===== src/pkg/agc_pkg.sv =====
// package: page codes, register offsets, field positions and reset values of the config bank
package agc_pkg;
    // page selection
    localparam logic [23:0] PAGE_ANALOG      = 24'h0000FF;
    localparam logic [23:0] PAGE_DIGFUNC_A   = 24'h610000;
    localparam logic [23:0] PAGE_DIGFUNC_B   = 24'h610100;
    // register offsets within a page
    localparam logic [11:0] OFS_EST_SOURCE   = 12'h034;
    localparam logic [11:0] OFS_LOW_RATE_1   = 12'h03F;
    localparam logic [11:0] OFS_LOW_RATE_2   = 12'h042;
    localparam logic [11:0] OFS_CORR_CTRL    = 12'h068;
    localparam logic [11:0] OFS_GAIN_CTRL    = 12'h0A6;
    // field positions
    localparam int          POS_EXT_EST      = 0;
    localparam int          POS_LOW_RATE_1   = 2;
    localparam int          POS_LOW_RATE_2   = 4;
    localparam int          POS_FREEZE       = 7;
    localparam int          POS_WR1_HI       = 5;
    localparam int          POS_DISABLE      = 2;
    localparam int          POS_WR1_LO       = 1;
    localparam int          POS_CTRL_BIT0    = 0;
    localparam int          GAIN_WIDTH       = 4;
    // corrector control writable mask (bits 7,5,2,1,0)
    localparam logic [7:0]  CORR_RW_MASK     = 8'hA7;
    // largest legal gain code (11 dB)
    localparam logic [3:0]  GAIN_MAX_CODE    = 4'hB;
    // reset values
    localparam logic [7:0]  RST_REG          = 8'h00;
    // corrector operating states
    typedef enum logic [1:0] {
        AGC_CORR_DISABLED,
        AGC_CORR_TRACKING,
        AGC_CORR_FROZEN,
        AGC_CORR_INVALID
    } agc_corr_mode_type;
endpackage : agc_pkg


===== src/logic/agc_config_regs.sv =====
// config bank: low-rate selects, per-channel gain and channel A offset corrector controls
`timescale 1ns/1ps
//////////////////////////////////////////////////////////////////////////////////////////
//////////////////////////////////////////////////////////////////////////////////////////
module agc_config_regs #(
    parameter int NUM_CHANNELS = 2
) (
    // clock and reset
    input  wire logic                    clk_i,
    input  wire logic                    sys_rst_i,
    // register access port, page already resolved by the serial front end
    input  wire logic [23:0]             page_i,
    input  wire logic                    page_type_i,
    input  wire logic [11:0]             addr_i,
    input  wire logic                    wr_en_i,
    input  wire logic [7:0]              wr_data_i,
    input  wire logic                    rd_en_i,
    output logic      [7:0]              rd_data_o,
    output logic                         rd_valid_o,
    // sampler configuration
    output logic                         low_rate_sel_first_o,
    output logic                         low_rate_sel_second_o,
    // per-channel gain codes, channel A in the low nibble
    output logic [4*NUM_CHANNELS-1:0]    output_gain_code_o,
    // channel A offset corrector
    output logic                         external_estimate_select_o,
    output logic                         offset_block_disable_o,
    output logic                         corr_freeze_o,
    output logic                         corr_estimate_run_o,
    output logic                         corr_setting_illegal_o
);
    // the read mux and page decode serve exactly two channel pages
    if (NUM_CHANNELS != 2) begin : g_bad_channels
        $error("agc_config_regs supports exactly two channels");
    end

    //////////////////////////////////////////////////////////////////////////////////////
    // page decode
    logic       in_analog;
    logic       in_corr_a;
    logic [NUM_CHANNELS-1:0] in_gain;
    assign in_analog = !page_type_i && (page_i[7:0] == agc_pkg::PAGE_ANALOG[7:0]);
    assign in_corr_a = page_type_i && (page_i == agc_pkg::PAGE_DIGFUNC_A);
    assign in_gain[0] = page_type_i && (page_i == agc_pkg::PAGE_DIGFUNC_A);
    assign in_gain[1] = page_type_i && (page_i == agc_pkg::PAGE_DIGFUNC_B);

    //////////////////////////////////////////////////////////////////////////////////////
    // storage; reserved bits are not stored or are masked to zero on write, so they always read zero
    logic       low_rate_1;
    logic       low_rate_2;
    logic       ext_est;
    logic [7:0] corr_ctrl;
    logic [3:0] gain [NUM_CHANNELS];

    always_ff @(posedge clk_i or posedge sys_rst_i) begin
        if (sys_rst_i) begin
            low_rate_1 <= agc_pkg::RST_REG[agc_pkg::POS_LOW_RATE_1];
            low_rate_2 <= agc_pkg::RST_REG[agc_pkg::POS_LOW_RATE_2];
        end else if (wr_en_i && in_analog) begin
            if (addr_i == agc_pkg::OFS_LOW_RATE_1) begin
                low_rate_1 <= wr_data_i[agc_pkg::POS_LOW_RATE_1];
            end
            if (addr_i == agc_pkg::OFS_LOW_RATE_2) begin
                low_rate_2 <= wr_data_i[agc_pkg::POS_LOW_RATE_2];
            end
        end
    end

    always_ff @(posedge clk_i or posedge sys_rst_i) begin
        if (sys_rst_i) begin
            ext_est   <= agc_pkg::RST_REG[agc_pkg::POS_EXT_EST];
            corr_ctrl <= agc_pkg::RST_REG;
        end else if (wr_en_i && in_corr_a) begin
            if (addr_i == agc_pkg::OFS_EST_SOURCE) begin
                ext_est <= wr_data_i[agc_pkg::POS_EXT_EST];
            end
            if (addr_i == agc_pkg::OFS_CORR_CTRL) begin
                corr_ctrl <= wr_data_i & agc_pkg::CORR_RW_MASK;
            end
        end
    end

    // gain codes above 11 dB are stored as written; the datapath treats them as undefined
    for (genvar ch = 0; ch < NUM_CHANNELS; ch++) begin : g_gain
        always_ff @(posedge clk_i or posedge sys_rst_i) begin
            if (sys_rst_i) begin
                gain[ch] <= agc_pkg::RST_REG[3:0];
            end else if (wr_en_i && in_gain[ch] && addr_i == agc_pkg::OFS_GAIN_CTRL) begin
                gain[ch] <= wr_data_i[agc_pkg::GAIN_WIDTH-1:0];
            end
        end
        assign output_gain_code_o[4*ch +: 4] = gain[ch];
    end

    //////////////////////////////////////////////////////////////////////////////////////
    // corrector mode from bits 7,5,1 and the disable bit
    agc_pkg::agc_corr_mode_type corr_mode;
    logic [2:0] frz_bits;
    assign frz_bits = {corr_ctrl[agc_pkg::POS_FREEZE], corr_ctrl[agc_pkg::POS_WR1_HI],
                       corr_ctrl[agc_pkg::POS_WR1_LO]};

    always_comb begin
        if (corr_ctrl[agc_pkg::POS_DISABLE]) begin
            corr_mode = agc_pkg::AGC_CORR_DISABLED;
        end else begin
            case (frz_bits)
                3'h3:    corr_mode = agc_pkg::AGC_CORR_TRACKING;
                3'h7:    corr_mode = agc_pkg::AGC_CORR_FROZEN;
                default: corr_mode = agc_pkg::AGC_CORR_INVALID;
            endcase
        end
    end

    assign low_rate_sel_first_o       = low_rate_1;
    assign low_rate_sel_second_o      = low_rate_2;
    assign external_estimate_select_o = ext_est;
    assign offset_block_disable_o     = corr_ctrl[agc_pkg::POS_DISABLE];
    assign corr_freeze_o              = (corr_mode == agc_pkg::AGC_CORR_FROZEN);
    assign corr_estimate_run_o        = (corr_mode == agc_pkg::AGC_CORR_TRACKING);
    assign corr_setting_illegal_o     = (corr_mode == agc_pkg::AGC_CORR_INVALID);

    //////////////////////////////////////////////////////////////////////////////////////
    // read-back, one cycle after the request, unmapped reads give zero
    logic [7:0] next_rd_data;
    always_comb begin
        next_rd_data = 8'h00;
        if (in_analog && addr_i == agc_pkg::OFS_LOW_RATE_1) begin
            next_rd_data[agc_pkg::POS_LOW_RATE_1] = low_rate_1;
        end else if (in_analog && addr_i == agc_pkg::OFS_LOW_RATE_2) begin
            next_rd_data[agc_pkg::POS_LOW_RATE_2] = low_rate_2;
        end else if (in_corr_a && addr_i == agc_pkg::OFS_EST_SOURCE) begin
            next_rd_data[agc_pkg::POS_EXT_EST] = ext_est;
        end else if (in_corr_a && addr_i == agc_pkg::OFS_CORR_CTRL) begin
            next_rd_data = corr_ctrl;
        end else if (in_gain[0] && addr_i == agc_pkg::OFS_GAIN_CTRL) begin
            next_rd_data[3:0] = gain[0];
        end else if (in_gain[1] && addr_i == agc_pkg::OFS_GAIN_CTRL) begin
            next_rd_data[3:0] = gain[1];
        end
    end

    always_ff @(posedge clk_i or posedge sys_rst_i) begin
        if (sys_rst_i) begin
            rd_data_o  <= 8'h00;
            rd_valid_o <= 1'b0;
        end else begin
            rd_data_o  <= rd_en_i ? next_rd_data : rd_data_o;
            rd_valid_o <= rd_en_i;
        end
    end
endmodule : agc_config_regs


===== config.mk =====
export PLATFORM = sky130hd
export DESIGN_NAME = agc_config_regs
export DESIGN_NICKNAME = d
export VERILOG_FILES = /design/src/pkg/agc_pkg.sv /design/src/logic/agc_config_regs.sv
export SDC_FILE = /design/constraint.sdc
export NUM_CORES = 1
export LEC_CHECK = 0
export ABC_AREA = 1
export BUFFER_PORTS_ARGS = -buffer_cell sky130_fd_sc_hd__buf_2
export CORE_ASPECT_RATIO = 2
export CORE_MARGIN = 10
export CORE_UTILIZATION = 30
export CTS_BUF_LIST = sky130_fd_sc_hd__clkbuf_4
export DETAILED_ROUTE_END_ITERATION = 16
export SYNTH_ARGS = -nofsm -noshare
export SYNTH_HDL_FRONTEND = slang
export SYNTH_SLANG_ARGS = --single-unit
export TNS_END_PERCENT = 20

===== constraint.sdc =====
create_clock -name clk_i -period 3.25 [get_ports clk_i]
set_clock_uncertainty 0.2 [all_clocks]
set_input_delay 0.975 -clock clk_i [delete_from_list [all_inputs] [get_ports clk_i]]
set_output_delay 0.975 -clock clk_i [all_outputs]
set_load 0.1 [all_outputs]

## Word-level counts from Yosys, hierarchy flattened

Cells that the tools add are included.

| word-level totals | value |
|---|---|
| ROM bits | 0 |
| latch bits | 0 |
| bits of input ports | 49 |
| memories | 0 |
| register bits | 25 |
| memory bits (writable) | 0 |
| output and inout port bits | 24 |

| operators by class | value |
|---|---|
| reduce and logical (&&, ||, !) cells | 19 |
| equal/unequal tests | 13 |
| div/mod/pow operators | 0 |
| bitwise logic cells | 0 |
| add/sub/neg operators | 0 |
| multiplexer cells | 14 |
| $lt $le $gt $ge | 0 |
| multipliers | 0 |
| shift-type cells | 0 |

Operator list:

| cell | count |
|---|---|
| 24-bit by 23-bit == test with 1-bit output, second input constant | 2 |
| 12-bit by 6-bit == test with 1-bit output, second input constant | 2 |
| 12-bit by 7-bit == test with 1-bit output, second input constant | 2 |
| 4-bit 2-to-1 mux | 5 |
| 1-bit logical AND | 14 |
| 12-bit by 8-bit == test with 1-bit output, second input constant | 1 |
| 8-bit == test, second input constant | 1 |
| 2-bit AND reduction | 4 |
| 7-bit 2-to-1 mux | 1 |
| 5-bit 2-to-1 mux | 1 |
| 2-bit == test, second input constant | 2 |
| 2-bit 2-to-1 mux | 2 |
| 2-bit case mux with 2 select lines | 1 |
| 3-bit by 2-bit == test with 1-bit output, second input constant | 1 |
| 3-bit == test, second input constant | 1 |
| 1-bit 2-to-1 mux | 3 |
| 3-bit 2-to-1 mux | 1 |
| 2-bit by 1-bit == test with 1-bit output, second input constant | 1 |
| 1-bit logical NOT | 1 |

## Logic depth before layout (Yosys ltp)

| logic depth | value |
|---|---|
| word-level depth | 9 |
| mapped depth | 11 |
| depth with buffers taken out | 11 |

## Worst setup path before layout

Ideal clock, no wire load.

| timing path | value |
|---|---|
| path type | flip-flop to output port |
| from | reg corr_ctrl[2] |
| to | out corr_estimate_run_o |
| buffers on the path | 0 |
| setup slack | -0.922 ns |
| arrival time | 2.997 ns |
| cell stages (with the launch flop) | 2 |
| cell sequence | dfrtp_1 > nor3_1 |

| on the way | value |
|---|---|
| word-level cells in the longest chain between the ends | 2 |

Ends and longest elaborated chain:

| element | line | text |
|---|---|---|
| start, declared | agc_config_regs.sv:52 | `logic [7:0] corr_ctrl;` |
| start signal, assigned | agc_config_regs.sv:72 | `corr_ctrl <= agc_pkg::RST_REG;` |
| start signal, assigned | agc_config_regs.sv:78 | `corr_ctrl <= wr_data_i & agc_pkg::CORR_RW_MASK;` |
| 2-bit 2-to-1 mux | agc_config_regs.sv:103 | `if (corr_ctrl[agc_pkg::POS_DISABLE]) begin` |
| 2-bit by 1-bit == test with 1-bit output | agc_config_regs.sv:119 | `assign corr_estimate_run_o = (corr_mode == agc_pkg::AGC_CORR_TRACKING);` |
| end, declared | agc_config_regs.sv:29 | `output logic corr_estimate_run_o,` |

Every way passes these cells.

## Worst setup path in the final report

| timing path | value |
|---|---|
| from | reg corr_ctrl[5] |
| to | out corr_freeze_o |

| on the way | value |
|---|---|
| word-level cells in the longest chain between the ends | 4 |
| elaborated cells between the ends (all ways) | 5 |
| classes of those cells | eq/ne (3); mux (2) |

Ends and longest elaborated chain:

| element | line | text |
|---|---|---|
| 3-bit == test or 3-bit by 2-bit == test with 1-bit output (tied branches) | agc_config_regs.sv:106 | `case (frz_bits)` |
| 2-bit case mux with 2 select lines * | agc_config_regs.sv:106 |  |
| 2-bit 2-to-1 mux * | agc_config_regs.sv:103 |  |
| 2-bit == test * | agc_config_regs.sv:118 | `assign corr_freeze_o = (corr_mode == agc_pkg::AGC_CORR_FROZEN);` |
| end, declared | agc_config_regs.sv:28 | `output logic corr_freeze_o,` |

Mark *: on every way between the ends. The rest lies on a longest branch, timed or not.

==> reports/metrics.cfg <==
[power]
ir_drop_uv = 189
p_leak_nw = 1.25
powerDensity_nw_per_um2 = 247

[timing]
slew_headroom_pct = 37.6
period_minus_slack_ns = 2.64
rsz0062_at_grt = no
tns_ns = 0
max_slew.worst_pin.slew_ns = 0.935
fin_crit_sh_pct = 81.1
hold_violations = 0
max_freq_mhz = 379
drv_slew = 0
fin_worst_hold_slack_ns = 0.294
fin_ws_ns = 0.614
setup_viol = 0

[global_routing]
grt_pass1_vias = 1888
grt.total_usage_pct = 11.4
grt_pass1_wl_microns = 8670
grt_max_degree = 25
grt_antenna_before_repair = 0
grt.overflow.total = 0

[clock_tree]
numClockSinks = 24
htree_levels = 1
cts_resized = 0
numCtsBuffers = 3
clockBufferDepth = 2
clock_latency_ns = 0.32
cts_root_buffer = clkbuf_4
post-cts-setup-buffer-count = 0
path_clk_slew_ns = 0.13
cts_tree = done
cts_hold_buf = 0

[detailed_routing]
first_iter_violations = 48
wl_met2_microns = 3200
wl_met1_microns = 1600
routed-wl-met3_microns = 264
ant_nets = 0
routed_wl_microns = 5180
avgViaCountPerCell = 4.65
drc = 0
dr.pass1.iters = 4
routed.top_layer = met4
wire_per_inst_microns = 13.7
vias = 1753

[yosys]
synth_warnings = 0
synth_cells = 243
ys_seq_area_share_pct = 34.7
synth_fp_nets = 292
avgSynthCellArea_sq_um = 7.12
syn-cell-area_sq_um = 1730
synth-seq-cells = 24
synth_cell_types = 27

[floorplan]
io_pins = 73
die_area_sq_um = 9380
initial_utilization_pct = 30.5
die_x_microns = 73.7
die_h_microns = 127
core_area_sq_um = 5660
row_count = 39

[hold_path]
hold_depth = 2
worst_hold_path_type = flip-flop to flip-flop
holdPathEnd = rd_data_o[1]$_DFFE_PP0P_
min_from = rd_data_o[1]$_DFFE_PP0P_

[placement]
place_inst = 372
gp_congestion = 0.817
portBuffers = 70
hpwl_microns = 4600
place_ws_ns = 0.734

[finish]
nets = 365
final_core_util_pct = 38.4
final_cells = 377
syn_to_final_growth_pct = 25.8
nFillCells = 629
final_layout_size_suffix_gt1_share_pct = 36.2

[job]
cap_violations = 0

[setup_path]
r2r-end = rd_data_o[2]$_DFFE_PP0P_
end_kind = primary output
timing.rr.start = corr_ctrl[2]$_DFFE_PP0P_
rr_worst_depth = 3
startpoint_type = flip-flop
cp.arrival_ns = 1.46
r2r_slack_ns = 2.08
required_ns = 2.07
worstSetupPathType = flip-flop to primary output
crit_fanout = 3

[status]
status = completed

cell usage after synthesis:
master	n	share of area (%)
nor2_4	1	0.65
nor3_2	4	2.3
buf_4	2	0.87
nand3b_1	2	0.87
inv_2	2	0.43
nor3_4	1	0.94
a21oi_1	2	0.58
nor2_8	2	2.3
clkinv_4	1	0.51
nor3_1	6	1.7
nand2_2	4	1.4
inv_1	29	6.3
a22o_1	1	0.51
nand2_4	3	2.0
mux2_4	1	0.87
nor2_1	32	6.9
conb_1	1	0.22
nand3_4	2	2.0
nor2_2	12	4.3
nand3_1	24	6.9
o21ai_1	9	2.6
nand2_1	66	14
nand4_1	4	1.4
dfrtp_1	24	35
or2_0	1	0.36
o21ai_2	4	2.0
nand3_2	3	1.7
cells in the final DEF, fill, tap and decap left out:
cell      Yosys  final
a22o_1        1      1
inv_2         2      2
or2_0         1      1
nand3_2       3      3
nor2_8        2      2
nand2_1      66     66
clkinv_1      0      1
inv_1        29     29
nand2_2       4      4
nand3b_1      2      2
o21ai_2       4      4
nand4_1       4      4
nor3_4        1      1
nor2_4        1      1
nand3_1      24     24
nand3_4       2      2
conb_1        1      1
clkbuf_4      0      3
dfrtp_1      24     24
nor3_1        6      5
nand2_4       3      3
clkinv_4      1      1
nor3_2        4      5
mux2_4        1      1
nor2_1       32     32
a21oi_1       2      2
buf_2         0     70
nor2_2       12     12
diode_2       0      1
o21ai_1       9      9
sequential cells by signal (all words and copies together), names as in the netlist:
| register | cells |
|---|---|
| low_rate_sel_first_o | 1 |
| rd_valid_o | 1 |
| rd_data_o | 7 |
| low_rate_sel_second_o | 1 |
| external_estimate_select_o | 1 |
| output_gain_code_o | 8 |
| corr_ctrl | 5 |
area by class of cell:
| class | count | area (sq um) | share of cell area [%] |
|---|---|---|---|
| timing repair buffer | 70 | 350 | 16.1 |
| clock inverter | 1 | 3.75 | 0.173 |
| tap | 61 | 76.3 | 3.51 |
| sequential | 24 | 601 | 27.6 |
| antenna | 1 | 2.50 | 0.115 |
| multi-input combinational | 185 | 993 | 45.7 |
| inverter | 32 | 125 | 5.75 |
| clock buffer | 3 | 22.5 | 1.04 |
how the worst max path moves through the flow:
| stage | from | end | cells after the start |
|---|---|---|---|
| after floorplan | corr_ctrl[2]$_DFFE_PP0P_ | corr_freeze_o | 1 |
| after global placement | page_i[12] | rd_data_o[2]$_DFFE_PP0P_ | 10 |
| after detailed placement | page_i[11] | rd_data_o[2]$_DFFE_PP0P_ | 10 |
| after CTS | corr_ctrl[5]$_DFFE_PP0P_ | corr_freeze_o | 5 |
| after global routing | corr_ctrl[1]$_DFFE_PP0P_ | corr_freeze_o | 5 |
| final | corr_ctrl[5]$_DFFE_PP0P_ | corr_freeze_o | 5 |
power breakdown:
group / internal, mW / switching (mW) / total [mW]
logic: 0.0340 / 0.0702 / 0.104
clock network: 0.0450 / 0.0872 / 0.132
registers: 0.300 / 0.000652 / 0.301
total: 0.379 / 0.158 / 0.537
metrics by stage:
step	instance area, sq um	power, mW
6_report	2170	0.537
4_1_cts	2170	0.543
3_5_place_dp	2150	0.411
5_1_grt	2170	0.567
2_1_floorplan	1730	0.365
3_3_place_gp	2150	0.410
routing by layer:
metal	vias to the layer above	global-route usage (%)
met4	0	4.41
li1	913	-
met3	9	1.94
met5	-	0
met1	790	10.1
met2	41	23.1
worst max-delay path, stage by stage, from the launching register on:
cell,delay (ns)
dfrtp_1,0.41
nand2_1,0.10
inv_1,0.08
nand2_1,0.05
nor2_1,0.08
buf_2,0.43
logic make-up (layout without fill, tap and decap cells):
group,after synthesis,count (layout),share of synthesized area (%)
AOI/OAI and AO/OA,16,16,5.72
DFF,24,24,34.7
buffers and inverters,34,106,8.10
other,1,2,0.217
and+or+nand+nor,167,167,50.4
muxes,1,1,0.868
Power figures use the tool's default switching activity.
